`config.mk`:
```
export PLATFORM = sky130hd
export DESIGN_NAME = atr_timer_block
export DESIGN_NICKNAME = d
export VERILOG_FILES = /design/src/atr_pkg.sv /design/src/atr_edge_sampler.sv /design/src/atr_prescaler.sv /design/src/atr_timer_block.sv
export SDC_FILE = /design/constraint.sdc
export NUM_CORES = 1
export LEC_CHECK = 0
export BUFFER_PORTS_ARGS = -buffer_cell sky130_fd_sc_hd__buf_2
export CAP_MARGIN = 20
export CORE_ASPECT_RATIO = 1.75
export CORE_MARGIN = 2
export CORE_UTILIZATION = 61
export CTS_BUF_LIST = sky130_fd_sc_hd__clkbuf_16
export DETAILED_ROUTE_END_ITERATION = 7
export MAX_ROUTING_LAYER = met4
export PLACE_DENSITY_LB_ADDON = 0.2
export SLEW_MARGIN = 20
export SYNTH_ARGS = -nofsm -noshare
export SYNTH_HDL_FRONTEND = slang
export SYNTH_SLANG_ARGS = --single-unit
```
`constraint.sdc`:
```
create_clock -name clk -period 3.5 [get_ports clk]
set_input_delay 0.35 -clock clk [delete_from_list [all_inputs] [get_ports clk]]
set_output_delay 0.35 -clock clk [all_outputs]
set_load 0.05 [all_outputs]
```
`src/atr_pkg.sv`:
```
// Constants shared by the auxiliary timer reload and capture block.
// Assumes a 32-bit APB slave port and a single 250 MHz module clock.
package atr_pkg;

  // ----------------------------------------------------------------
  // Register byte offsets
  // ----------------------------------------------------------------
  localparam logic [7:0] ATR_OFS_CORE_CTRL = 8'h00;
  localparam logic [7:0] ATR_OFS_CORE_CNT  = 8'h04;
  localparam logic [7:0] ATR_OFS_AUX_CTRL0 = 8'h08;
  localparam logic [7:0] ATR_OFS_AUX_CTRL1 = 8'h0c;
  localparam logic [7:0] ATR_OFS_AUX_CNT0  = 8'h10;
  localparam logic [7:0] ATR_OFS_AUX_CNT1  = 8'h14;
  localparam logic [7:0] ATR_OFS_IRQ       = 8'h18;

  // ----------------------------------------------------------------
  // Core control fields
  // ----------------------------------------------------------------
  localparam int ATR_CC_SEL_LSB  = 0;
  localparam int ATR_CC_DOWN_BIT = 3;
  localparam int ATR_CC_RUN_BIT  = 4;
  localparam int ATR_CC_BPS_LSB  = 5;
  localparam int ATR_CC_OE_BIT   = 7;
  localparam int ATR_CC_OTL_BIT  = 8;

  // ----------------------------------------------------------------
  // Auxiliary control fields
  // ----------------------------------------------------------------
  localparam int ATR_AC_SEL_LSB  = 0;
  localparam int ATR_AC_MODE_LSB = 3;
  localparam int ATR_AC_RUN_BIT  = 6;
  localparam int ATR_AC_DOWN_BIT = 7;

  // ----------------------------------------------------------------
  // Interrupt flag positions
  // ----------------------------------------------------------------
  localparam int ATR_IRQ_CORE_BIT = 0;
  localparam int ATR_IRQ_AUX_LSB  = 1;

  // ----------------------------------------------------------------
  // Reset values
  // ----------------------------------------------------------------
  localparam logic [1:0]  ATR_BPS_RESET   = 2'h0;
  localparam logic [15:0] ATR_CNT_RESET   = 16'h0000;
  localparam logic [2:0]  ATR_FIELD_RESET = 3'h0;

  // ----------------------------------------------------------------
  // Block prescaler encodings and terminal counts (factor minus one)
  // ----------------------------------------------------------------
  localparam logic [1:0] ATR_BPS_DIV4  = 2'h1;
  localparam logic [1:0] ATR_BPS_DIV8  = 2'h0;
  localparam logic [1:0] ATR_BPS_DIV16 = 2'h3;
  localparam logic [1:0] ATR_BPS_DIV32 = 2'h2;
  localparam logic [4:0] ATR_LIM_DIV4  = 5'h03;
  localparam logic [4:0] ATR_LIM_DIV8  = 5'h07;
  localparam logic [4:0] ATR_LIM_DIV16 = 5'h0f;
  localparam logic [4:0] ATR_LIM_DIV32 = 5'h1f;

  // ----------------------------------------------------------------
  // Auxiliary modes
  // ----------------------------------------------------------------
  localparam logic [2:0] ATR_MODE_TIMER   = 3'h0;
  localparam logic [2:0] ATR_MODE_COUNTER = 3'h1;
  localparam logic [2:0] ATR_MODE_RELOAD  = 3'h4;
  localparam logic [2:0] ATR_MODE_CAPTURE = 3'h5;

  localparam logic [15:0] ATR_CNT_MAX = 16'hffff;

endpackage : atr_pkg

```
`src/atr_edge_sampler.sv`:
```
// Samples one external pin with the basic clock and reports its edges.
// Assumes the pin is asynchronous to clk and held stable a full sample period.
module atr_edge_sampler (
  input  wire logic                clk,
  input  wire logic                rst_n,
  input  wire logic                basic_tick,
  input  wire logic                pin,
  output logic                     rise,
  output logic                     fall
);
  import atr_pkg::*;

  logic sync1_q;
  logic sync2_q;
  logic samp_q;
  logic rise_q;
  logic fall_q;

  always_ff @(posedge clk or negedge rst_n) begin
    if (!rst_n) begin
      sync1_q <= 1'b0;
      sync2_q <= 1'b0;
    end else begin
      sync1_q <= pin;
      sync2_q <= sync1_q;
    end
  end

  // ----------------------------------------------------------------
  // Sample and compare with the previous sample
  // ----------------------------------------------------------------
  always_ff @(posedge clk or negedge rst_n) begin
    if (!rst_n) begin
      samp_q <= 1'b0;
      rise_q <= 1'b0;
      fall_q <= 1'b0;
    end else begin
      if (basic_tick) begin
        samp_q <= sync2_q;  // see RL15
      end
      rise_q <= basic_tick & sync2_q & ~samp_q;  // see RL22
      fall_q <= basic_tick & ~sync2_q & samp_q;  // see RL22
    end
  end

  assign rise = rise_q;
  assign fall = fall_q;
endmodule : atr_edge_sampler

```
`src/atr_prescaler.sv`:
```
// Block prescaler: makes the basic clock tick and the input prescaler count.
// Assumes the select field comes from a register on the same clock.
module atr_prescaler (
  input  wire logic                clk,
  input  wire logic                rst_n,
  input  wire logic [1:0]          block_prescaler_select,
  output logic                     basic_tick,
  output logic [6:0]               pre_cnt
);
  import atr_pkg::*;

  logic [4:0] div_q;
  logic [4:0] lim;
  logic       tick_q;
  logic [6:0] pre_q;

  // ----------------------------------------------------------------
  // Divider factor decode
  // ----------------------------------------------------------------
  always_comb begin
    case (block_prescaler_select)
      ATR_BPS_DIV4:  lim = ATR_LIM_DIV4;   // see RL13
      ATR_BPS_DIV8:  lim = ATR_LIM_DIV8;   // see RL13
      ATR_BPS_DIV16: lim = ATR_LIM_DIV16;  // see RL13
      ATR_BPS_DIV32: lim = ATR_LIM_DIV32;  // see RL13
      default:       lim = ATR_LIM_DIV8;
    endcase
  end

  always_ff @(posedge clk or negedge rst_n) begin
    if (!rst_n) begin
      div_q  <= 5'h00;
      tick_q <= 1'b0;
    end else begin
      div_q  <= (div_q >= lim) ? 5'h00 : div_q + 5'h01;  // see RL12
      tick_q <= (div_q >= lim);
    end
  end

  always_ff @(posedge clk or negedge rst_n) begin
    if (!rst_n) begin
      pre_q <= 7'h00;
    end else if (tick_q) begin
      pre_q <= pre_q + 7'h01;  // see RL14
    end
  end

  assign basic_tick = tick_q;
  assign pre_cnt    = pre_q;

  // ----------------------------------------------------------------
  // Checks
  // ----------------------------------------------------------------
  logic [4:0] gap_q;
  logic [1:0] bps_prev_q;
  logic       stable_q;

  always_ff @(posedge clk or negedge rst_n) begin
    if (!rst_n) begin
      gap_q      <= 5'h00;
      bps_prev_q <= ATR_BPS_RESET;
      stable_q   <= 1'b0;
    end else begin
      gap_q      <= tick_q ? 5'h00 : gap_q + 5'h01;
      bps_prev_q <= block_prescaler_select;
      if (bps_prev_q != block_prescaler_select) begin
        stable_q <= 1'b0;
      end else if (tick_q) begin
        stable_q <= 1'b1;
      end
    end
  end
endmodule : atr_prescaler

```
`src/atr_timer_block.sv`:
```
// Core timer with two auxiliary timers in reload, capture, timer and counter modes.
// Assumes an APB master on clk and asynchronous external input pins.
//
// Overview of operation
// RL1: Reload on both latch edges reloads core on every overflow or underflow.
// RL2: Reload on one latch edge reloads core on every second overflow.
// RL3: Rising and falling reload sources alternate, giving PWM on the latch.
// RL4: Toggle output pin shows the latch whenever its enable bit is one.
// RL5: Software writes to the latch never trigger a reload.
// RL6: Same reload trigger on both auxiliaries: second auxiliary value wins.
// RL7: Mode 101 captures core timer into auxiliary on selected pin edge.
// RL8: Software picks capture edge with select low bits, keeps bit 2 clear.
// RL9: Auxiliary timer never counts in capture mode, run flag ignored.
// RL10: Capture sets the auxiliary interrupt flag together with storing.
// RL11: Software configures the auxiliary pin as an input before capture.
// RL12: All actions happen on basic clock, module clock over block prescaler.
// RL13: Block prescaler 01 div 4, 00 div 8, 11 div 16, 10 div 32.
// RL14: Timer mode count clock is basic clock over two to the select.
// RL15: Inputs sampled on basic clock; edge when two samples differ.
// RL16: Sources hold each input level one full sample period.
// RL17: Same sampling applies to every external input of the block.
// RL18: Mode 100 is reload; auxiliary register feeds the core timer.
// RL19: Reload trigger loads core and sets that auxiliary interrupt flag.
// RL20: Selects 101 to 111 pick latch edges, 001 to 011 pin edges.
// RL21: All timers are 16 bits and transfer whole in one action.
// RL22: Edges come from comparing current and previous registered samples.
//
// Our own choices: the APB slave port and the address map.
module atr_timer_block (
  input  wire logic                clk,
  input  wire logic                rst_n,
  input  wire logic                psel,
  input  wire logic                penable,
  input  wire logic                pwrite,
  input  wire logic [7:0]          paddr,
  input  wire logic [31:0]         pwdata,
  output logic [31:0]              prdata,
  output logic                     pready,
  output logic                     pslverr,
  input  wire logic [1:0]          aux_input_pin,
  output logic                     toggle_output_pin,
  output logic [2:0]               aux_interrupt_flag
);
  import atr_pkg::*;

  // ----------------------------------------------------------------
  // Declarations
  // ----------------------------------------------------------------
  logic        basic_tick;
  logic [6:0]  pre_cnt;
  logic [1:0]  pin_rise;
  logic [1:0]  pin_fall;
  logic [2:0]  core_sel_q;
  logic        core_down_q;
  logic        core_run_q;
  logic [1:0]  block_prescaler_select_q;
  logic        toggle_output_enable_q;
  logic        core_overflow_toggle_latch_q;
  logic [15:0] core_timer_q;
  logic [2:0]  input_select_field_q [2];
  logic [2:0]  aux_mode_field_q     [2];
  logic [1:0]  aux_run_q;
  logic [1:0]  aux_down_q;
  logic [15:0] aux_timer_q          [2];
  logic [2:0]  irq_q;
  logic        toggle_out_q;
  logic [31:0] prdata_q;
  logic        wr_en;
  logic        setup;
  logic        core_tick;
  logic        core_ovf;
  logic        latch_rise;
  logic        latch_fall;
  logic [1:0]  rl_fire;
  logic [1:0]  cap_fire;
  logic [1:0]  aux_ovf;
  logic [1:0]  aux_wr;
  logic [1:0]  aux_ctrl_wr;

  // ----------------------------------------------------------------
  // Functions
  // ----------------------------------------------------------------
  function automatic logic count_tick(input logic [2:0] sel, input logic [6:0] pre,
                                      input logic tick);
    logic [6:0] m;
    m = 7'(8'h01 << sel) - 7'h01;
    count_tick = tick & ((pre & m) == m);
  endfunction : count_tick

  function automatic logic trig_hit(input logic [2:0] sel, input logic pr, input logic pf,
                                    input logic lr, input logic lf);
    case (sel)
      3'h1:    trig_hit = pr;
      3'h2:    trig_hit = pf;
      3'h3:    trig_hit = pr | pf;
      3'h5:    trig_hit = lr;
      3'h6:    trig_hit = lf;
      3'h7:    trig_hit = lr | lf;
      default: trig_hit = 1'b0;
    endcase
  endfunction : trig_hit

  // ----------------------------------------------------------------
  // Clocking and input sampling
  // ----------------------------------------------------------------
  atr_prescaler u_prescaler (
    .clk                    (clk),
    .rst_n                  (rst_n),
    .block_prescaler_select (block_prescaler_select_q),
    .basic_tick             (basic_tick),
    .pre_cnt                (pre_cnt)
  );

  for (genvar i = 0; i < 2; i++) begin : g_sampler
    atr_edge_sampler u_sampler (
      .clk        (clk),
      .rst_n      (rst_n),
      .basic_tick (basic_tick),
      .pin        (aux_input_pin[i]),
      .rise       (pin_rise[i]),
      .fall       (pin_fall[i])
    );  // see RL17
  end

  // ----------------------------------------------------------------
  // APB slave
  // ----------------------------------------------------------------
  assign setup   = psel & ~penable;
  assign wr_en   = psel & penable & pwrite;
  assign pready  = 1'b1;
  assign pslverr = psel & penable & (paddr > ATR_OFS_IRQ || paddr[1:0] != 2'h0);

  always_ff @(posedge clk or negedge rst_n) begin
    if (!rst_n) begin
      prdata_q <= 32'h0000_0000;
    end else if (setup) begin
      case (paddr)
        ATR_OFS_CORE_CTRL: prdata_q <= {23'h0, core_overflow_toggle_latch_q, toggle_output_enable_q,
                                        block_prescaler_select_q, core_run_q, core_down_q, core_sel_q};
        ATR_OFS_CORE_CNT:  prdata_q <= {16'h0, core_timer_q};
        ATR_OFS_AUX_CTRL0: prdata_q <= {24'h0, aux_down_q[0], aux_run_q[0], aux_mode_field_q[0],
                                        input_select_field_q[0]};
        ATR_OFS_AUX_CTRL1: prdata_q <= {24'h0, aux_down_q[1], aux_run_q[1], aux_mode_field_q[1],
                                        input_select_field_q[1]};
        ATR_OFS_AUX_CNT0:  prdata_q <= {16'h0, aux_timer_q[0]};
        ATR_OFS_AUX_CNT1:  prdata_q <= {16'h0, aux_timer_q[1]};
        ATR_OFS_IRQ:       prdata_q <= {29'h0, irq_q};
        default:           prdata_q <= 32'h0000_0000;
      endcase
    end
  end

  assign prdata = prdata_q;

  // ----------------------------------------------------------------
  // Core control register
  // ----------------------------------------------------------------
  always_ff @(posedge clk or negedge rst_n) begin
    if (!rst_n) begin
      core_sel_q               <= ATR_FIELD_RESET;
      core_down_q              <= 1'b0;
      core_run_q               <= 1'b0;
      block_prescaler_select_q <= ATR_BPS_RESET;
      toggle_output_enable_q   <= 1'b0;
    end else if (wr_en && paddr == ATR_OFS_CORE_CTRL) begin
      core_sel_q               <= pwdata[ATR_CC_SEL_LSB +: 3];
      core_down_q              <= pwdata[ATR_CC_DOWN_BIT];
      core_run_q               <= pwdata[ATR_CC_RUN_BIT];
      block_prescaler_select_q <= pwdata[ATR_CC_BPS_LSB +: 2];
      toggle_output_enable_q   <= pwdata[ATR_CC_OE_BIT];
    end
  end

  // ----------------------------------------------------------------
  // Core timer and overflow toggle latch
  // ----------------------------------------------------------------
  assign core_tick  = count_tick(core_sel_q, pre_cnt, basic_tick) & core_run_q;  // see RL14
  assign core_ovf   = core_tick & (core_down_q ? (core_timer_q == 16'h0000) : (core_timer_q == ATR_CNT_MAX));
  assign latch_rise = core_ovf & ~core_overflow_toggle_latch_q;  // see RL5
  assign latch_fall = core_ovf & core_overflow_toggle_latch_q;   // see RL5

  always_ff @(posedge clk or negedge rst_n) begin
    if (!rst_n) begin
      core_overflow_toggle_latch_q <= 1'b0;
    end else if (wr_en && paddr == ATR_OFS_CORE_CTRL) begin
      core_overflow_toggle_latch_q <= pwdata[ATR_CC_OTL_BIT];
    end else if (core_ovf) begin
      core_overflow_toggle_latch_q <= ~core_overflow_toggle_latch_q;  // see RL3
    end
  end

  always_ff @(posedge clk or negedge rst_n) begin
    if (!rst_n) begin
      core_timer_q <= ATR_CNT_RESET;
    end else if (wr_en && paddr == ATR_OFS_CORE_CNT) begin
      core_timer_q <= pwdata[15:0];
    end else if (rl_fire[1]) begin
      core_timer_q <= aux_timer_q[1];  // see RL6
    end else if (rl_fire[0]) begin
      core_timer_q <= aux_timer_q[0];  // see RL19
    end else if (core_tick) begin
      core_timer_q <= core_down_q ? core_timer_q - 16'h0001 : core_timer_q + 16'h0001;
    end
  end

  always_ff @(posedge clk or negedge rst_n) begin
    if (!rst_n) begin
      toggle_out_q <= 1'b0;
    end else begin
      toggle_out_q <= toggle_output_enable_q & core_overflow_toggle_latch_q;  // see RL4
    end
  end

  assign toggle_output_pin = toggle_out_q;

  // ----------------------------------------------------------------
  // Auxiliary timers
  // ----------------------------------------------------------------
  for (genvar i = 0; i < 2; i++) begin : g_aux
    logic cnt_ev;

    assign aux_ctrl_wr[i] = wr_en && paddr == (i == 0 ? ATR_OFS_AUX_CTRL0 : ATR_OFS_AUX_CTRL1);
    assign aux_wr[i]      = wr_en && paddr == (i == 0 ? ATR_OFS_AUX_CNT0 : ATR_OFS_AUX_CNT1);
    assign rl_fire[i]     = (aux_mode_field_q[i] == ATR_MODE_RELOAD) &
                            trig_hit(input_select_field_q[i], pin_rise[i], pin_fall[i],
                                     latch_rise, latch_fall);  // see RL1, see RL2, see RL18, see RL20
    assign cap_fire[i]    = (aux_mode_field_q[i] == ATR_MODE_CAPTURE) &
                            trig_hit({1'b0, input_select_field_q[i][1:0]}, pin_rise[i], pin_fall[i],
                                     1'b0, 1'b0);  // see RL7, see RL8
    assign cnt_ev         = (aux_mode_field_q[i] == ATR_MODE_TIMER) ?
                            (aux_run_q[i] & count_tick(input_select_field_q[i], pre_cnt, basic_tick)) :
                            (aux_mode_field_q[i] == ATR_MODE_COUNTER) ?
                            (aux_run_q[i] & trig_hit(input_select_field_q[i], pin_rise[i], pin_fall[i],
                                                     latch_rise, latch_fall)) : 1'b0;  // see RL9
    assign aux_ovf[i]     = cnt_ev & (aux_down_q[i] ? (aux_timer_q[i] == 16'h0000) :
                                                      (aux_timer_q[i] == ATR_CNT_MAX));

    always_ff @(posedge clk or negedge rst_n) begin
      if (!rst_n) begin
        input_select_field_q[i] <= ATR_FIELD_RESET;
        aux_mode_field_q[i]     <= ATR_FIELD_RESET;
        aux_run_q[i]            <= 1'b0;
        aux_down_q[i]           <= 1'b0;
      end else if (aux_ctrl_wr[i]) begin
        input_select_field_q[i] <= pwdata[ATR_AC_SEL_LSB +: 3];
        aux_mode_field_q[i]     <= pwdata[ATR_AC_MODE_LSB +: 3];
        aux_run_q[i]            <= pwdata[ATR_AC_RUN_BIT];
        aux_down_q[i]           <= pwdata[ATR_AC_DOWN_BIT];
      end
    end

    always_ff @(posedge clk or negedge rst_n) begin
      if (!rst_n) begin
        aux_timer_q[i] <= ATR_CNT_RESET;
      end else if (aux_wr[i]) begin
        aux_timer_q[i] <= pwdata[15:0];
      end else if (cap_fire[i]) begin
        aux_timer_q[i] <= core_timer_q;  // see RL7, see RL21
      end else if (cnt_ev) begin
        aux_timer_q[i] <= aux_down_q[i] ? aux_timer_q[i] - 16'h0001 : aux_timer_q[i] + 16'h0001;
      end
    end
  end

  // ----------------------------------------------------------------
  // Interrupt flags, set wins over write-one-to-clear
  // ----------------------------------------------------------------
  always_ff @(posedge clk or negedge rst_n) begin
    if (!rst_n) begin
      irq_q <= 3'h0;
    end else begin
      irq_q <= (irq_q & ~((wr_en && paddr == ATR_OFS_IRQ) ? pwdata[2:0] : 3'h0)) |
               {rl_fire[1] | cap_fire[1] | aux_ovf[1],
                rl_fire[0] | cap_fire[0] | aux_ovf[0], core_ovf};  // see RL10, see RL19
    end
  end

  assign aux_interrupt_flag = irq_q;
endmodule : atr_timer_block

```
==> impl_metrics.tcl <==
set metrics [dict create \
    post_cts_resized 0 \
    async_flop_share 1.000 \
    synthFlopType "dfrtp_1" \
    setup_viol 0 \
    numClockSinks 116 \
    multi_input_area_um2 5587 \
    slew_headroom 0.3441 \
    postRouteWirelength_mm 29.84 \
    r2r-start "u_prescaler.pre_cnt[2]" \
    holdBufCountCts 1 \
    endpoint_kind "register" \
    drive_gt1_frac 0.1503 \
    skew_ns 0.009649 \
    synth.distinct_cells 80 \
    synth_edf_count 0 \
    maxSlewViolCount 0 \
    cts-root-buf "clkbuf_16" \
    maxCapViolations 0 \
    cp_max_fo 13 \
    cts_tree "yes" \
    cts_buffers 17 \
    syn_avg_cell_area_um2 8.512 \
    start_util 0.6210 \
    syn2layout_area_growth_pct 12.39 \
    stdcell_count 1292 \
    startpoint_type "register" \
    p_per_area_nw_per_um2 508.6 \
    row_count 58 \
    netlist_instances 1043 \
    syn_area_um2 8879 \
    htree_levels 4 \
    ys_seq_area_frac 0.3269 \
    hold_viol 0 \
    synth-seq-cells 116 \
    dpl-instance-area_um2 9353 \
    required_ns 3.83 \
    dp.cells 1258 \
    hold_path_class "input port to register" \
    grt_overflow 0 \
    arrival_ns 3.49 \
    grt_pass1_wl_mm 46.15 \
    fin_crit_ns 3.159 \
    tightest_slew_ns 0.9839 \
    core_um2 14300 \
    ir_worst_vdd_mv 0.3234 \
    cts_buffer_depth 2 \
    gp_congestion 0.9950 \
    die_w_um 95.20 \
    hold_start "aux_input_pin[1]" \
    nNetsFinal 1197 \
    synth_warnings 0 \
    antenna_found_initial 1 \
    drc 0 \
    post_drt_wl_per_cell_um 23.10 \
    die_y_um 163.6 \
    initialDrtViolationCount 985 \
    via_per_inst 6.934 \
    seq_area_um2 2903 \
    grtUsageTotal 0.4050 \
    clock_latency_ns 0.42 \
    cellLeakagePower_nw 4.520 \
    first_global_vias 8599 \
    post-route-period-util 0.9025 \
    maxClockFrequency_mhz 316.6 \
    crit_type "register to register" \
    port_buffers 51 \
    startpoint "u_prescaler.pre_cnt[2]" \
    drtPass1Iterations 8 \
    ant_nets 0 \
    vias 8959 \
    finalInstanceArea_um2 9978 \
    clk_pin_slew_ns 0.06 \
    post_cts_buffers 0 \
    top_level_ports 85 \
    rsz0062_at_grt "false" \
    finalSetupTns_ns 0 \
    grt_max_degree 65 \
    status "complete, no violations" \
    nFillCells 1187 \
    dpl.hpwl_mm 21.63 \
    dieArea_um2 15570 \
]
==> cell families (layout without fill, tap and decap cells) <==
| kind of cell | Yosys count | in the layout | synth area share |
|---|---|---|---|
| other cells | 2 | 18 | 0.0008459 |
| compound gates | 338 | 338 | 0.2483 |
| fa+ha+maj | 53 | 53 | 0.07695 |
| flops | 116 | 116 | 0.3269 |
| mux | 46 | 46 | 0.05778 |
| xor+xnor | 46 | 46 | 0.04538 |
| simple gates | 350 | 350 | 0.1929 |
| buf+inv | 92 | 145 | 0.05087 |
==> flip-flops by register name (all words and copies together) (netlist names), 3 cells and up <==
register,flops
core_timer_q,16
aux_timer_q,32
aux_interrupt_flag,3
aux_mode_field_q,6
prdata,16
input_select_field_q,6
u_prescaler.pre_cnt,7
core_sel_q,3
u_prescaler.div_q,5
==> through the flow <==
| step | power, W | hold slack (ns) | utilization | setup slack [ns] |
|---|---|---|---|---|
| after floorplan | 0.002774 | 0.05441 | - | 0.6142 |
| after global placement | 0.003180 | 0.3441 | 0.6542 | 0.4491 |
| after detailed placement | 0.003204 | 0.3411 | 0.6542 | 0.4332 |
| after CTS | 0.005032 | 0.03744 | 0.6978 | 0.4068 |
| after global routing | 0.005308 | 0.03048 | 0.6980 | 0.1889 |
| final | 0.005075 | 0.03415 | 0.6980 | 0.3412 |
==> placed cells by master, fill, tap and decap left out, types with 5 or more instances in the layout <==
master     count
nand3_1       22
o22ai_1       11
o21ai_1       13
xor2_1        23
a21oi_1       63
nand2_1      120
a211oi_1      13
a22oi_1       20
conb_1        17
nor3b_1        6
nor2b_1       13
nor2_1        69
nand2b_1      12
xnor2_1       23
inv_1         25
dfrtp_1      116
o21ai_0       90
a21o_1        17
mux2i_1       13
clkbuf_16     17
buf_4         37
or3_1          9
nand4_1       14
nand3b_1       5
nor3_1        25
a31o_1         6
and3_1        11
a31oi_1       16
buf_2         50
and2_1        11
nor4_1        17
o211ai_1      28
a222oi_1       7
mux2_2        32
ha_1          49
==> final cells by class <==
class                           count  area share
Antenna cell                        1   0.0002508
Clock buffer                       17     0.04263
Clock inverter                     15     0.01881
Inverter                           24    0.009028
Multi-Input combinational cell    850      0.5599
Sequential cell                   116      0.2909
Tap cell                          180     0.02257
Timing Repair Buffer               89     0.05592
==> critical path, stage by stage, from the launching register on <==
cell and delay [ns]:
dfrtp_1 0.50, a21boi_1 0.10, a31o_1 0.20, or4_1 0.68
o32a_1 0.46, or2_1 0.42, nand4_2 0.31, nand2_4 0.13
o31ai_2 0.26
==> power by group <==
group	internal [W]	leakage, nW	switching [W]
sequential	0.00149	1.38	0.000271
clock	0.00118	0.299	0.000661
combinational	0.000641	2.84	0.000826
total	0.00332	4.52	0.00176
==> Yosys cell counts, types with 20 or more instances <==
master | number | area (um2)
o211ai_1 | 28 | 210.2
nand3_1 | 22 | 110.1
dfrtp_1 | 116 | 2903
xor2_1 | 23 | 201.4
nand2_1 | 120 | 450.4
a21oi_1 | 63 | 315.3
inv_1 | 24 | 90.09
mux2_2 | 32 | 360.4
ha_1 | 49 | 613.1
clkbuf_1 | 36 | 135.1
nor2_1 | 69 | 259.0
a22oi_1 | 20 | 150.1
o21ai_0 | 90 | 450.4
nor3_1 | 25 | 125.1
xnor2_1 | 23 | 201.4
==> layer usage <==
layer	up-vias	share of wire	GRT usage
met4	0	0.097	0.3208
li1	3976	-	-
met2	555	0.47	0.6264
met1	4205	0.35	0.4386
met5	-	0	-
met3	223	0.089	0.09271
==> path summary, 6_finish.rpt <==
check	end	slack (ns)	cells after the start
max	core_timer_q[9]	0.34	8
min	g_sampler[1].u_sampler.sync1_q	0.03	1
max reg2reg	core_timer_q[9]	0.34	8
min reg2reg	g_sampler[1].u_sampler.sync2_q	0.37	0
max in group asynchronous	aux_timer_q[30]	2.20	3
min in group asynchronous	u_prescaler.div_q[2]	0.50	2
Note: power is estimated with default switching activity, not from simulation.
